### src/rtl/sbp_pkg.sv
// Shared constants and types for the serial boot PROM read logic
package sbp_pkg;

  // Storage organisation
  localparam int WORD_W = 8;
  localparam int NUM_WORDS = 64;
  localparam int FIFO_DEPTH = 32;

  // Reset-pin polarity option values
  localparam logic POL_HIGH_CLEARS = 1'b0;
  localparam logic POL_LOW_CLEARS = 1'b1;

  // Read sequence; Gray codes along clear, read, passed
  typedef enum logic [1:0] {
    SBP_CLEAR = 2'b00,
    SBP_READ = 2'b01,
    SBP_PASSED = 2'b11
  } sbp_state_t;

  // Pin-side outputs of the PROM
  typedef struct packed {
    logic data;
    logic data_oe_n;
    logic chain_select_out_n;
    logic standby;
  } sbp_pins_t;

  // Idle pin levels: data floated, chain-select high
  localparam sbp_pins_t PINS_IDLE = '{
    data: 1'b0,
    data_oe_n: 1'b1,
    chain_select_out_n: 1'b1,
    standby: 1'b1
  };

endpackage

### src/rtl/sbp_fifo.sv
// Word FIFO between the storage array and the bit serialiser
`timescale 1ns/10ps
module sbp_fifo #(
  parameter int WIDTH = sbp_pkg::WORD_W,
  parameter int DEPTH = sbp_pkg::FIFO_DEPTH
) (
  input wire logic mclk,
  input wire logic sys_rst,
  input wire logic flush,
  input wire logic in_valid,
  input wire logic [WIDTH-1:0] in_data,
  output logic in_ready,
  output logic out_valid,
  output logic [WIDTH-1:0] out_data,
  input wire logic out_ready
);
  localparam int PW = $clog2(DEPTH);
  localparam int CW = $clog2(DEPTH + 1);
  localparam logic [PW-1:0] PTR_LAST = PW'(DEPTH - 1);
  localparam logic [CW-1:0] CNT_FULL = CW'(DEPTH);

  typedef struct packed {
    logic [DEPTH-1:0][WIDTH-1:0] mem;
    logic [PW-1:0] wr;
    logic [PW-1:0] rd;
    logic [CW-1:0] cnt;
    logic [WIDTH-1:0] head;
    logic head_vld;
  } sbp_fifo_st_t;

  sbp_fifo_st_t st_ff;
  sbp_fifo_st_t nxt_st;
  logic push;
  logic pop;

  // Head word sits in a register so readers see a flop
  assign in_ready = (st_ff.cnt != CNT_FULL) && !flush;
  assign out_valid = st_ff.head_vld;
  assign out_data = st_ff.head;

  always_comb
  begin
    nxt_st = st_ff;
    push = in_valid && in_ready;
    pop = st_ff.head_vld && out_ready;
    if (pop)
    begin
      nxt_st.head_vld = 1'b0;
    end
    if (push)
    begin
      nxt_st.mem[st_ff.wr] = in_data;
      nxt_st.wr = (st_ff.wr == PTR_LAST) ? '0 : PW'(st_ff.wr + 1'b1);
    end
    // Refill the head register from the array
    if ((!st_ff.head_vld || pop) && st_ff.cnt != '0)
    begin
      nxt_st.head = st_ff.mem[st_ff.rd];
      nxt_st.head_vld = 1'b1;
      nxt_st.rd = (st_ff.rd == PTR_LAST) ? '0 : PW'(st_ff.rd + 1'b1);
      nxt_st.cnt = push ? st_ff.cnt : CW'(st_ff.cnt - 1'b1);
    end
    else if (push)
    begin
      nxt_st.cnt = CW'(st_ff.cnt + 1'b1);
    end
    // Flush drops everything, array contents need no clearing
    if (flush)
    begin
      nxt_st.wr = '0;
      nxt_st.rd = '0;
      nxt_st.cnt = '0;
      nxt_st.head_vld = 1'b0;
    end
  end

  always_ff @(posedge mclk)
  begin
    if (sys_rst)
    begin
      st_ff <= '0;
    end
    else
    begin
      st_ff <= nxt_st;
    end
  end

endmodule

### src/rtl/sbp_prom.sv
// Read side of the serial boot PROM with cascade chain-select
// Behaviour
// - After last bit, chain-select low, data floats
// - Downstream PROM drives data on low chain-select
// - Inverted-polarity low reset clears address counter
// - Grounded gate input with non-inverted polarity keeps counter after configuration
// - Chip enable high: standby, data always floats
// - Counter advances only with both enables active
// - Reset level clears counter, floats data, programmable
// - Chain-select low when enabled past count limit
`timescale 1ns/10ps
module sbp_prom #(
  parameter int WORD_W = sbp_pkg::WORD_W,
  parameter int NUM_WORDS = sbp_pkg::NUM_WORDS,
  parameter int FIFO_DEPTH = sbp_pkg::FIFO_DEPTH,
  parameter logic [NUM_WORDS*WORD_W-1:0] IMAGE = '0
) (
  input wire logic mclk,
  input wire logic sys_rst,
  input wire logic config_clock,
  input wire logic chip_en_n,
  input wire logic reset_oe,
  input wire logic reset_pol_inv,
  output sbp_pkg::sbp_pins_t pins,
  output logic [$clog2(NUM_WORDS*WORD_W)-1:0] bit_addr
);
  // Derived sizes; the limit is the address of the last stored bit
  localparam int TOTAL_BITS = NUM_WORDS * WORD_W;
  localparam int AW = $clog2(TOTAL_BITS);
  localparam int FW = $clog2(NUM_WORDS + 1);
  localparam int BW = $clog2(WORD_W);
  localparam logic [AW-1:0] COUNT_LIMIT = AW'(TOTAL_BITS - 1);
  localparam logic [FW-1:0] FETCH_END = FW'(NUM_WORDS);
  localparam logic [BW-1:0] BIT_LAST = BW'(WORD_W - 1);

  // All block state outside the FIFO in one registered word
  typedef struct packed {
    sbp_pkg::sbp_state_t state;
    logic [AW-1:0] addr;
    logic [FW-1:0] fetch;
    logic [WORD_W-1:0] word;
    logic [BW-1:0] bit_idx;
    logic word_vld;
    logic clk_q;
    sbp_pkg::sbp_pins_t pins;
  } sbp_prom_st_t;

  // Reset image: counter cleared, data floated, chain-select high
  localparam sbp_prom_st_t ST_RESET = '{
    state: sbp_pkg::SBP_CLEAR,
    addr: '0,
    fetch: '0,
    word: '0,
    bit_idx: '0,
    word_vld: 1'b0,
    clk_q: 1'b0,
    pins: sbp_pkg::PINS_IDLE
  };

  sbp_prom_st_t st_ff;
  sbp_prom_st_t nxt_st;
  // Decoded pins and handshake nets
  logic clear_lvl;
  logic ce_act;
  logic oe_act;
  logic clk_rise;
  logic fetch_valid;
  logic fetch_ready;
  logic [WORD_W-1:0] fetch_word;
  logic head_valid;
  logic head_take;
  logic [WORD_W-1:0] head_word;
  logic bit_step;
  logic word_done;
  logic at_limit;
  logic drive_ok;
  logic handed_over;

  // Gate pin polarity chosen by the option strap
  assign clear_lvl = (reset_pol_inv == sbp_pkg::POL_LOW_CLEARS) ?
                     !reset_oe : reset_oe;
  assign oe_act = !clear_lvl;
  assign ce_act = !chip_en_n;
  // Host clock is sampled in the mclk domain and edge-detected
  assign clk_rise = config_clock && !st_ff.clk_q;

  // Prefetch words from the array, stalled by a full FIFO
  assign fetch_valid = (st_ff.fetch != FETCH_END) && !clear_lvl;
  assign head_take = !st_ff.word_vld && head_valid && !clear_lvl;

  // Image slice; past the end the index would leave the vector
  always_comb
  begin
    if (st_ff.fetch < FETCH_END)
    begin
      fetch_word = IMAGE[st_ff.fetch * WORD_W +: WORD_W];
    end
    else
    begin
      fetch_word = '0;
    end
  end

  // Serial step: one bit per host rise with both enables and a loaded word
  assign bit_step = clk_rise && ce_act && oe_act && st_ff.word_vld;
  assign word_done = (st_ff.bit_idx == BIT_LAST);
  assign at_limit = (st_ff.addr == COUNT_LIMIT);
  // Data may drive only while reading with both enables active
  assign drive_ok = ce_act && oe_act && st_ff.word_vld &&
                    (st_ff.state == sbp_pkg::SBP_READ);
  // Past the limit the chain-select hands the chip enable on
  assign handed_over = ce_act && oe_act &&
                       (st_ff.state == sbp_pkg::SBP_PASSED);

  // Buffer between array and serialiser; the host never waits on it
  sbp_fifo #(
    .WIDTH(WORD_W),
    .DEPTH(FIFO_DEPTH)
  ) u_fifo (
    .mclk(mclk),
    .sys_rst(sys_rst),
    .flush(clear_lvl),
    .in_valid(fetch_valid),
    .in_data(fetch_word),
    .in_ready(fetch_ready),
    .out_valid(head_valid),
    .out_data(head_word),
    .out_ready(head_take)
  );

  // Outputs come straight from the state register
  assign pins = st_ff.pins;
  assign bit_addr = st_ff.addr;

  // Sequencer, counter and pin outputs
  always_comb
  begin
    nxt_st = st_ff;
    nxt_st.clk_q = config_clock;
    if (fetch_valid && fetch_ready)
    begin
      nxt_st.fetch = FW'(st_ff.fetch + 1'b1);
    end
    if (head_take)
    begin
      nxt_st.word = head_word;
      nxt_st.bit_idx = '0;
      nxt_st.word_vld = 1'b1;
    end
    case (st_ff.state)
      sbp_pkg::SBP_CLEAR:
      begin
        // Gate released: counting starts again from bit zero
        if (oe_act)
        begin
          nxt_st.state = sbp_pkg::SBP_READ;
        end
      end
      sbp_pkg::SBP_READ:
      begin
        // A starved serialiser holds the count rather than skip bits
        if (bit_step)
        begin
          // Parks at the limit; the handover shows one cycle later
          if (at_limit)
          begin
            nxt_st.state = sbp_pkg::SBP_PASSED;
          end
          else
          begin
            nxt_st.addr = AW'(st_ff.addr + 1'b1);
          end
          nxt_st.bit_idx = BW'(st_ff.bit_idx + 1'b1);
          if (word_done)
          begin
            nxt_st.word_vld = 1'b0;
          end
        end
      end
      sbp_pkg::SBP_PASSED:
      begin
        // Terminal until a clear; later rises are ignored
        nxt_st.state = sbp_pkg::SBP_PASSED;
      end
      default:
      begin
        nxt_st.state = sbp_pkg::SBP_PASSED;
      end
    endcase
    // Clear level wins over everything; grounded gate clears only under inverted polarity
    if (clear_lvl)
    begin
      nxt_st.state = sbp_pkg::SBP_CLEAR;
      nxt_st.addr = '0;
      nxt_st.fetch = '0;
      nxt_st.word_vld = 1'b0;
    end
    // Data drives only when both enables active and unread bits remain
    nxt_st.pins.data = st_ff.word[st_ff.bit_idx];
    nxt_st.pins.data_oe_n = !drive_ok;
    // Past the limit the chain-select follows the chip enable
    nxt_st.pins.chain_select_out_n = !handed_over;
    nxt_st.pins.standby = !ce_act;
  end

  // Synchronous reset restores the idle image
  always_ff @(posedge mclk)
  begin
    if (sys_rst)
    begin
      st_ff <= ST_RESET;
    end
    else
    begin
      st_ff <= nxt_st;
    end
  end

endmodule

### config.mk
export PLATFORM = sky130hd
export DESIGN_NAME = sbp_prom
export DESIGN_NICKNAME = d
export VERILOG_FILES = /design/src/rtl/sbp_pkg.sv /design/src/rtl/sbp_fifo.sv /design/src/rtl/sbp_prom.sv
export SDC_FILE = /design/constraint.sdc
export NUM_CORES = 1
export LEC_CHECK = 0
export BUFFER_PORTS_ARGS = -buffer_cell sky130_fd_sc_hd__buf_2
export CAP_MARGIN = 20
export CORE_MARGIN = 2
export CORE_UTILIZATION = 25
export DETAILED_ROUTE_END_ITERATION = 7
export PLACE_DENSITY_LB_ADDON = 0.1
export SYNTH_ARGS = -nofsm -noshare
export SYNTH_HDL_FRONTEND = slang
export SYNTH_HIERARCHICAL = 1
export SYNTH_SLANG_ARGS = --single-unit
### constraint.sdc
create_clock -name mclk -period 3.8 [get_ports mclk]
set_input_delay 0 -clock mclk [delete_from_list [all_inputs] [get_ports mclk]]
set_output_delay 0 -clock mclk [all_outputs]
set_load 0.05 [all_outputs]
### After elaboration in Yosys (flattened, before gate mapping)

Cells that the tools add are included.

| operators by class | value |
|---|---|
| add/subtract/negate cells | 7 |
| $lt $le $gt $ge | 5 |
| eq/ne operators | 11 |
| shifts and indexed selects | 1 |
| mux-type cells | 24 |
| bitwise operators | 1 |
| reductions and logical operators | 33 |

Operators with widths:

| cell | number |
|---|---|
| 512-bit by 11-bit variable part select with 8-bit output, first input constant | 1 |
| 256-bit bitwise mux | 1 |
| 8-bit binary-select mux with 5-bit select | 1 |
| 8-bit demux with 5-bit select | 1 |
| 8-bit 2-to-1 mux | 3 |
| 6-bit 2-to-1 mux | 3 |
| 1-bit logical AND | 16 |
| 5-bit by 6-bit less-than comparator with 1-bit output, second input constant | 2 |
| 4-bit 2-to-1 mux | 3 |
| 11-bit 2-to-1 mux | 1 |
| 5-bit by 1-bit adder with 5-bit output, second input constant | 2 |
| 5-bit equality test, second input constant | 2 |
| 5-bit 2-to-1 mux | 2 |
| 9-bit by 1-bit adder with 9-bit output, second input constant | 1 |
| 9-bit equality test, second input constant | 1 |
| 9-bit 2-to-1 mux | 1 |
| 1-bit logical NOT | 8 |
| 7-bit by 1-bit adder with 7-bit output, second input constant | 1 |
| 7-bit less-than comparator, second input constant | 1 |
| 7-bit inequality test, second input constant | 1 |
| 6-bit by 1-bit adder with 6-bit output, second input constant | 1 |
| 2-bit inequality test, second input constant | 3 |
| 6-bit inequality test, second input constant | 1 |
| 6-bit nonzero test | 1 |
| other kinds (18) | 24 |

| word-level totals | value |
|---|---|
| flip-flop bits (word level) | 316 |
| input port bits | 6 |
| output and inout bits | 13 |
| word-level logic and storage cells | 130 |

### Depth between registers and ports, before layout

Gate-level depths: netlist of run 1.

| depth | value |
|---|---|
| depth after elaboration | 9 |
| mapped depth | 13 |
| mapped depth without buffers | 13 |

### By module

Netlist of run 1, hierarchy kept.

By module, submodules not included:

| module | instances | cells each | area each (sq um) | sequential area each (sq um) |
|---|---|---|---|---|
| sbp_fifo | 1 | 1349 | 13170.1 | 5625.4 |
| sbp_prom | 1 | 182 | 1627.8 | 700.7 |

### Least setup slack after synthesis of run 1

No wires, ideal clock.

| timing | value |
|---|---|
| path kind | register to register |
| from | reg u_fifo/st_ff[10] (netlist bit) |
| to | reg u_fifo/st_ff[14] (netlist bit) |
| setup time | 0.128 ns |
| arrival | 2.622 ns |
| data required time | 3.672 ns |
| slack | 1.051 ns |
| stages on the path, launching flop included | 11 |
| path buffers | 0 |
| clock period less this slack | 2.749 ns |
| cells stage by stage | dfxtp_1 or4_4 o31ai_2 clkinv_1 ha_1 a21o_1 a21oi_1 o21ai_0 mux2i_1 xnor2_1 nor2_1 |

| on the way | value |
|---|---|
| cells in the longest elaborated chain, start to end | 5 |
| elaborated cells on any way between the ends | 13 |
| those cells by class | 2 x add/sub; 2 x eq/ne; 3 x mux; 6 x reduce/logical |

Ends and longest elaborated chain:

| element | line | text |
|---|---|---|
| start: declaration | sbp_fifo.sv:31 | `sbp_fifo_st_t st_ff;` |
| start signal: assignment | sbp_fifo.sv:85 | `st_ff <= nxt_st;` |
| branches (longest 5 deep; another with 6-bit by 1-bit adder with 6-bit output) | n/a |  |

Several ways; the timed one is not identified. The select of a mux whose other input is x is not followed.
A chain may end at the register's enable or synchronous reset.

==> summary.txt, run 1 <==
Clock network
  • Clk_lat worst skew: 0.55 ns
  • TritonCTS clock tree: built
  • Clock slew at reported path FFs: 0.06 ns
  • CTS buffer count: 39
  • CTS Buffer Depth: 3
  • Root Buffer: clkbuf_16
  • H-tree lvl count: 2
  • CTS Hold Bufs: 6
  • Clock Sinks: 316
  • Post-CTS Setup Bufs: 0
  • Number of gates resized after CTS: 0

Synth
  • Post-synth EDFFs: 0
  • Dominant synthesized flop cell: dfxtp_1
  • Ys async rst share: 0
  • Number of distinct library cells after synthesis: 72
  • #FFs+latches synth: 316
  • Post-synthesis cell count: 1531
  • Area leader, netlist: dfxtp_1
  • Synth top area cells: dfxtp_1 (43%), mux2i_1 (12%), mux4_2 (6.8%), nor2_1 (4.5%), nand2_1 (4.1%)
  • Synthesized cell area: 14800 sq um
  • Mean Syn Cell Area: 9.666 sq um
  • Register area share after synthesis: 0.4275
  • Share of the synthesized area in the top cell type: 0.4275
  • Synth Warn #: 6

Placed design
  • Placement Cell Area: 15470 sq um
  • GP Congestion: 0.7571
  • Post-DP HPWL: 30450 um
  • Port Buf Inserts: 18

Global route
  • Met3 Use GR: 0.02735
  • Initial antenna violation count: 3
  • GRT overflow: 0
  • Vias in the first global route: 10930
  • GRT met2 Usage: 0.2421
  • First-pass GRT wire length: 71690 um
  • Global-route met1 utilization: 0.2183
  • Largest net degree at the start of global routing: 110
  • Total track usage: 0.1562
  • Layer with the highest usage: met2

Status
  • Status: finished clean

Timing
  • Fin crit period: 3.062 ns
  • Tightest Pin Transition: 1.004 ns
  • Rel. slew slack: 0.3304
  • Highest clock rate: 326.5 MHz
  • Sum Neg Setup Slack: 0 ns
  • Final Hold Fails: 0
  • Final setup viols: 0
  • RSZ-0062 raised after global routing: no
  • Final Max Tran Viols: 0
  • Period utilization: 0.8059
  • Clock Skews: 0.02096 ns

Floorplan
  • Initial Utilization: 0.2517
  • Core Area: 58800 sq um
  • Die Area: 61150 sq um
  • Die width: 247.3 um
  • IO Count: 19
  • Die height: 247.3 um
  • Rows: 89

Detailed routing
  • DRT iter0 DRCs: 756
  • Vias/cell: 4.738
  • Drt pass-1 iters: 5
  • DR DRC count: 0
  • Post-route ant nets: 0
  • Routed wire per std cell: 20.20 um
  • Detailed-route wire length: 46930 um
  • Routed via count: 11010

Cells and area
  • Layout cells sized above 1: 0.1600
  • P&R area growth vs syn: 12.94%
  • Most common cell after layout, fill and taps aside: dfxtp_1
  • Layout net count: 1548
  • Most frequent cells in the layout: dfxtp_1 (313), nor2_1 (178), mux2i_1 (177)
  • Post-route cell area: 16710 sq um

Critical path
  • Crit end category: flop
  • Critical Path RT: 4.23 ns
  • CP startpoint kind: flop
  • Crit path DAT: 3.50 ns
  • Crit-path max FO: 13
  • Setup CP Type: flop to flop

Power
  • Leakage power: 5.436 nW
  • Worst vdd ir: 279.6 uV
  • Pwr dens: 518.9 nW/um^2
  • Power Total: 8.673 mW

Run
  • MaxCap Viol Count: 0

Min path
  • HP Class: primary input to flop
[power breakdown]
| part | internal (mW) | total (mW) | switching, mW |
|---|---|---|---|
| Sequential | 3.39 | 3.50 | 0.116 |
| Combinational | 0.611 | 1.64 | 1.03 |
| Clock | 2.06 | 3.53 | 1.47 |
| Total | 6.06 | 8.67 | 2.62 |
[final timing paths]
| check | from | to | slack (ns) | depth (start not counted) |
|---|---|---|---|---|
| max | st_ff[5]$_SDFF_PP0_ | u_fifo/st_ff[14]$_SDFFE_PP0P_ | 0.74 | 13 |
| min | reset_pol_inv | st_ff[6]$_SDFF_PP0_ | 0.11 | 5 |
| min reg2reg | st_ff[34]$_SDFFE_PP0P_ | pins[1]$_SDFF_PP1_ | 0.43 | 1 |
| max reg2reg | st_ff[5]$_SDFF_PP0_ | u_fifo/st_ff[14]$_SDFFE_PP0P_ | 0.74 | 13 |
[synthesized netlist by cell type (all sizes together), types with 5 or more instances]
library cell and instances:
nand3b 5, nand2 176, nand2b 5, a21oi 164, nor2 191, nor2b 10, o31ai 5, or3 6
nor3 6, nand3 109, xnor2 10, a221oi 8, buf 71, mux2i 177, dfxtp 316, o21ai 42
nand4 5, or4 5, a211oi 5, clkbuf 72, and2 5, ha 17, inv 11, a31oi 8
mux4 56
[routing by layer]
layer	up-vias	part of all wire	wire length [um]
met3	63	0.044	2042
met2	206	0.45	20950
met1	5444	0.48	22670
met4	2	0.027	1263
li1	5295	-	-
met5	-	0.00017	8
[worst max-delay path: stages (launching register included)]
cell	delay (ns)
dfxtp_1	0.37
nand3b_1	0.12
buf_4	0.18
clkinv_1	0.21
nand2b_1	0.24
o31ai_2	0.09
clkinv_1	0.38
ha_1	0.41
a21o_1	0.18
a21oi_1	0.21
o21ai_0	0.14
mux2i_1	0.20
xnor2_1	0.14
nor2_1	0.05
[logic make-up (layout without fill, tap and decap cells)]
kind of cell | count (synthesis) | after routing | share of synthesized area
other | 1 | 41 | 0.0002534
adder cells (fa/ha/maj) | 18 | 18 | 0.01573
buffers and inverters | 157 | 137 | 0.06062
flip-flops | 316 | 316 | 0.4275
AO/OA/AOI/OAI | 247 | 247 | 0.1043
AND/OR/NAND/NOR | 541 | 541 | 0.1720
multiplexers | 237 | 237 | 0.2108
XOR/XNOR | 14 | 14 | 0.008794
[sequential cells by signal, summed over array words and instances, names as in the netlist]
register          cells
st_ff                22
u_fifo/out_valid      1
pins                  4
u_fifo/st_ff        272
bit_addr              9
u_fifo/out_data       8
[metrics by stage]
stage	hold WS [ns]	cells	util	setup WS [ns]
finish	0.1104	2324	0.2843	0.7375
global route	0.1323	2323	0.2842	0.4288
CTS	0.09814	2323	0.2842	0.6902
detailed placement	0.2425	2250	0.2630	0.6931
global placement	0.2464	2250	0.2630	0.7111
floorplan	0.06907	1570	-	1.051
[area by class of cell]
cell class                 instances  area, sq um
antenna                            1        2.502
clock buffer                      61         1140
clock inverter                     6        45.04
fill                            6234        42080
inverter                          14        52.55
multi-input combinational       1097         7746
sequential                       316         6335
tap                              773        967.2
timing repair buffer              56        425.4
Power figures use the tool's default switching activity.
==> run 2: changes to the inputs <==
==> constraint.sdc (replaced) <==
create_clock -name mclk -period 2.8 [get_ports mclk]
set_input_delay 0 -clock mclk [delete_from_list [all_inputs] [get_ports mclk]]
set_output_delay 0 -clock mclk [all_outputs]
set_load 0.05 [all_outputs]
==> summary.txt, run 2 (synthesis results as in run 1) <==
Timing
  • RSZ-0062 raised after global routing: yes
  • Rel. slew slack: 0.4744 (+0.1440)
  • Highest clock rate: 381.7 MHz (+17%)
  • Sum Neg Setup Slack: 0 ns (unchanged)
  • Period utilization: 0.9357 (+0.1298)
  • Final Max Tran Viols: 0 (unchanged)
  • Final WS setup: 0.1801 ns (-0.5574 ns)
  • Final Hold Fails: 0 (unchanged)
  • Clock Skews: 0.01367 ns (-0.007291 ns)
  • Tightest Pin Transition: 0.7873 ns (-0.2170 ns)
  • Final setup viols: 0 (unchanged)
  • Fin crit period: 2.620 ns (-0.4426 ns)

Critical path
  • Crit-path slowest cell: or4_4
  • Setup CP Type: flop to flop
  • Buf+Inv Stages, Crit Path: 2 (-1)
  • Crit path DAT: 3.05 ns (-0.45 ns)
  • Critical Path RT: 3.23 ns (-1.00 ns)
  • Crit path largest cell delay: 0.55 ns (+0.14 ns)
  • Crit end category: flop
  • CP startpoint kind: flop
  • Crit-path max FO: 12 (-1)
  • Critical-path cell list: or4_4 -> o31ai_2 -> clkinv_1 -> buf_4 -> fa_1 -> a21o_1 -> a21oi_1 -> xnor2_1 -> mux2i_1 -> nor2_1
  • Delay-heaviest family, CP: simple AND/OR/NAND/NOR gates

Detailed routing
  • DR WL met3: 1864 um (-8.7%)
  • DR DRC count: 0 (unchanged)
  • Drt pass-1 iters: 5 (unchanged)
  • Detailed-route wire length: 47990 um (+2.3%)
  • Routed wire length on met2: 21700 um (+3.6%)
  • Routed via count: 11130 (+1.1%)
  • Post-route ant nets: 0 (unchanged)
  • DRT iter0 DRCs: 560 (-26%)
  • Routed wire per std cell: 20.29 um (+0.49%)
  • Met1 Wirelength: 23420 um (+3.3%)
  • Vias/cell: 4.707 (-0.64%)
  • Top layer in use: met4

Global route
  • Largest net degree at the start of global routing: 101 (-8.2%)
  • Total track usage: 0.1596 (+0.003410)
  • Initial antenna violation count: 0 (-3)
  • Vias in the first global route: 11110 (+1.7%)
  • GRT overflow: 0 (unchanged)
  • First-pass GRT wire length: 72910 um (+1.7%)

Placed design
  • Post-DP HPWL: 31590 um (+3.8%)
  • Port Buf Inserts: 18 (unchanged)
  • GP Congestion: 0.7564 (about the same)
  • Placement Setup Slack: 0.1216 ns (-0.5715 ns)

Cells and area
  • Multi-input gate area: 7750 sq um (about the same)
  • Fin util: 0.2915 (+0.007257)
  • P&R area growth vs syn: 15.83%
  • Most common cell after layout, fill and taps aside: dfxtp_1
  • Layout net count: 1592 (+2.8%)
  • FILL cells: 6221 (-0.21%)
  • Antenna Cells: 0 (-1)
  • Biggest register: u_fifo/st_ff
  • Seq. cell area: 6335 sq um (unchanged)
  • Layout cells sized above 1: 0.1859 (+0.02593)
  • Most frequent cells in the layout: dfxtp_1 (313), nor2_1 (178), mux2i_1 (177)
  • Max reg flops: 272 (unchanged)

Floorplan
  • Die width: 247.3 um (unchanged)
  • Rows: 89 (unchanged)
  • Die Area: 61150 sq um (unchanged)
  • IO Count: 19 (unchanged)
  • Core Area: 58800 sq um (unchanged)
  • Die height: 247.3 um (unchanged)
  • Initial Utilization: 0.2517 (unchanged)

Min path
  • HP Class: primary input to flop

Run
  • MaxCap Viol Count: 0 (unchanged)

Power
  • Pwr dens: 706.3 nW/um^2 (+36%)
  • Worst vdd ir: 493.4 uV (+76%)
  • Leakage power: 5.709 nW (+5.0%)

Status
  • Status: finished clean

Clock network
  • CTS Buffer Depth: 3 (unchanged)
  • Clk_lat worst skew: 0.55 ns (about the same)
  • Clock Sinks: 316 (unchanged)
  • TritonCTS clock tree: built
  • Clock slew at reported path FFs: 0.06 ns (about the same)
  • Root Buffer: clkbuf_16
  • H-tree lvl count: 2 (unchanged)
  • Post-CTS Setup Bufs: 0 (unchanged)
  • CTS buffer count: 40 (+2.6%)
-- run 2: final cells by class --
cell class,instances,share of cell area
multi-input combinational,1097,0.4521
sequential,316,0.3696
clock buffer,59,0.06847
tap,773,0.05643
timing repair buffer,99,0.04657
clock inverter,7,0.003723
inverter,14,0.003066
-- run 2: metal layers --
layer | up-vias | track usage
met1 | 5494 | 0.2248
li1 | 5399 | -
met4 | 0 | 0.04790
met5 | - | 0
met3 | 61 | 0.02355
met2 | 178 | 0.2510
-- run 2: stage by stage --
step	instances	hold slack [ns]	total power, mW	cell area (sq um)
after floorplan	1570	0.06907	6.674	14940
after global placement	2293	0.2302	7.176	15840
after detailed placement	2293	0.2347	7.189	15840
after CTS	2365	0.1248	12.28	17140
after global routing	2365	0.1887	12.70	17140
final	2365	0.1399	12.11	17140
-- run 2: power breakdown --
group / internal, mW / switching, mW / leakage (nW)
sequential: 4.60 / 0.120 / 2.55
combinational: 0.947 / 1.47 / 2.55
clock: 2.97 / 2.00 / 0.612
total: 8.51 / 3.59 / 5.71
-- run 2: worst register-to-register path, delay by kind of cell (launching register included) --
family          cells  cell delay (ns)
flops               1             0.33
compound gates      3             0.60
buf+inv             2             0.32
simple gates        2             0.60
mux                 1             0.13
fa+ha+maj           1             0.43
xor+xnor            1             0.08
-- run 2: what timing repair did --
item                                    in CTS  in global routing
hold buffers                                 6                  0
endpoints found under the setup margin       0                 53
hold endpoints to repair                    83                  0
gates resized for setup                      0                  2
-- run 2: final timing paths --
| check | startpoint | to | slack (ns) | cells past startpoint |
|---|---|---|---|---|
| setup / recovery | u_fifo/st_ff[11]$_SDFFE_PP0P_ | u_fifo/st_ff[13]$_SDFFE_PP0P_ | 0.18 | 10 |
| hold / removal | reset_pol_inv | st_ff[23]$_SDFFE_PP0P_ | 0.14 | 6 |
| setup reg to reg | u_fifo/st_ff[11]$_SDFFE_PP0P_ | u_fifo/st_ff[13]$_SDFFE_PP0P_ | 0.18 | 10 |
| hold reg to reg | st_ff[34]$_SDFFE_PP0P_ | pins[1]$_SDFF_PP1_ | 0.42 | 1 |
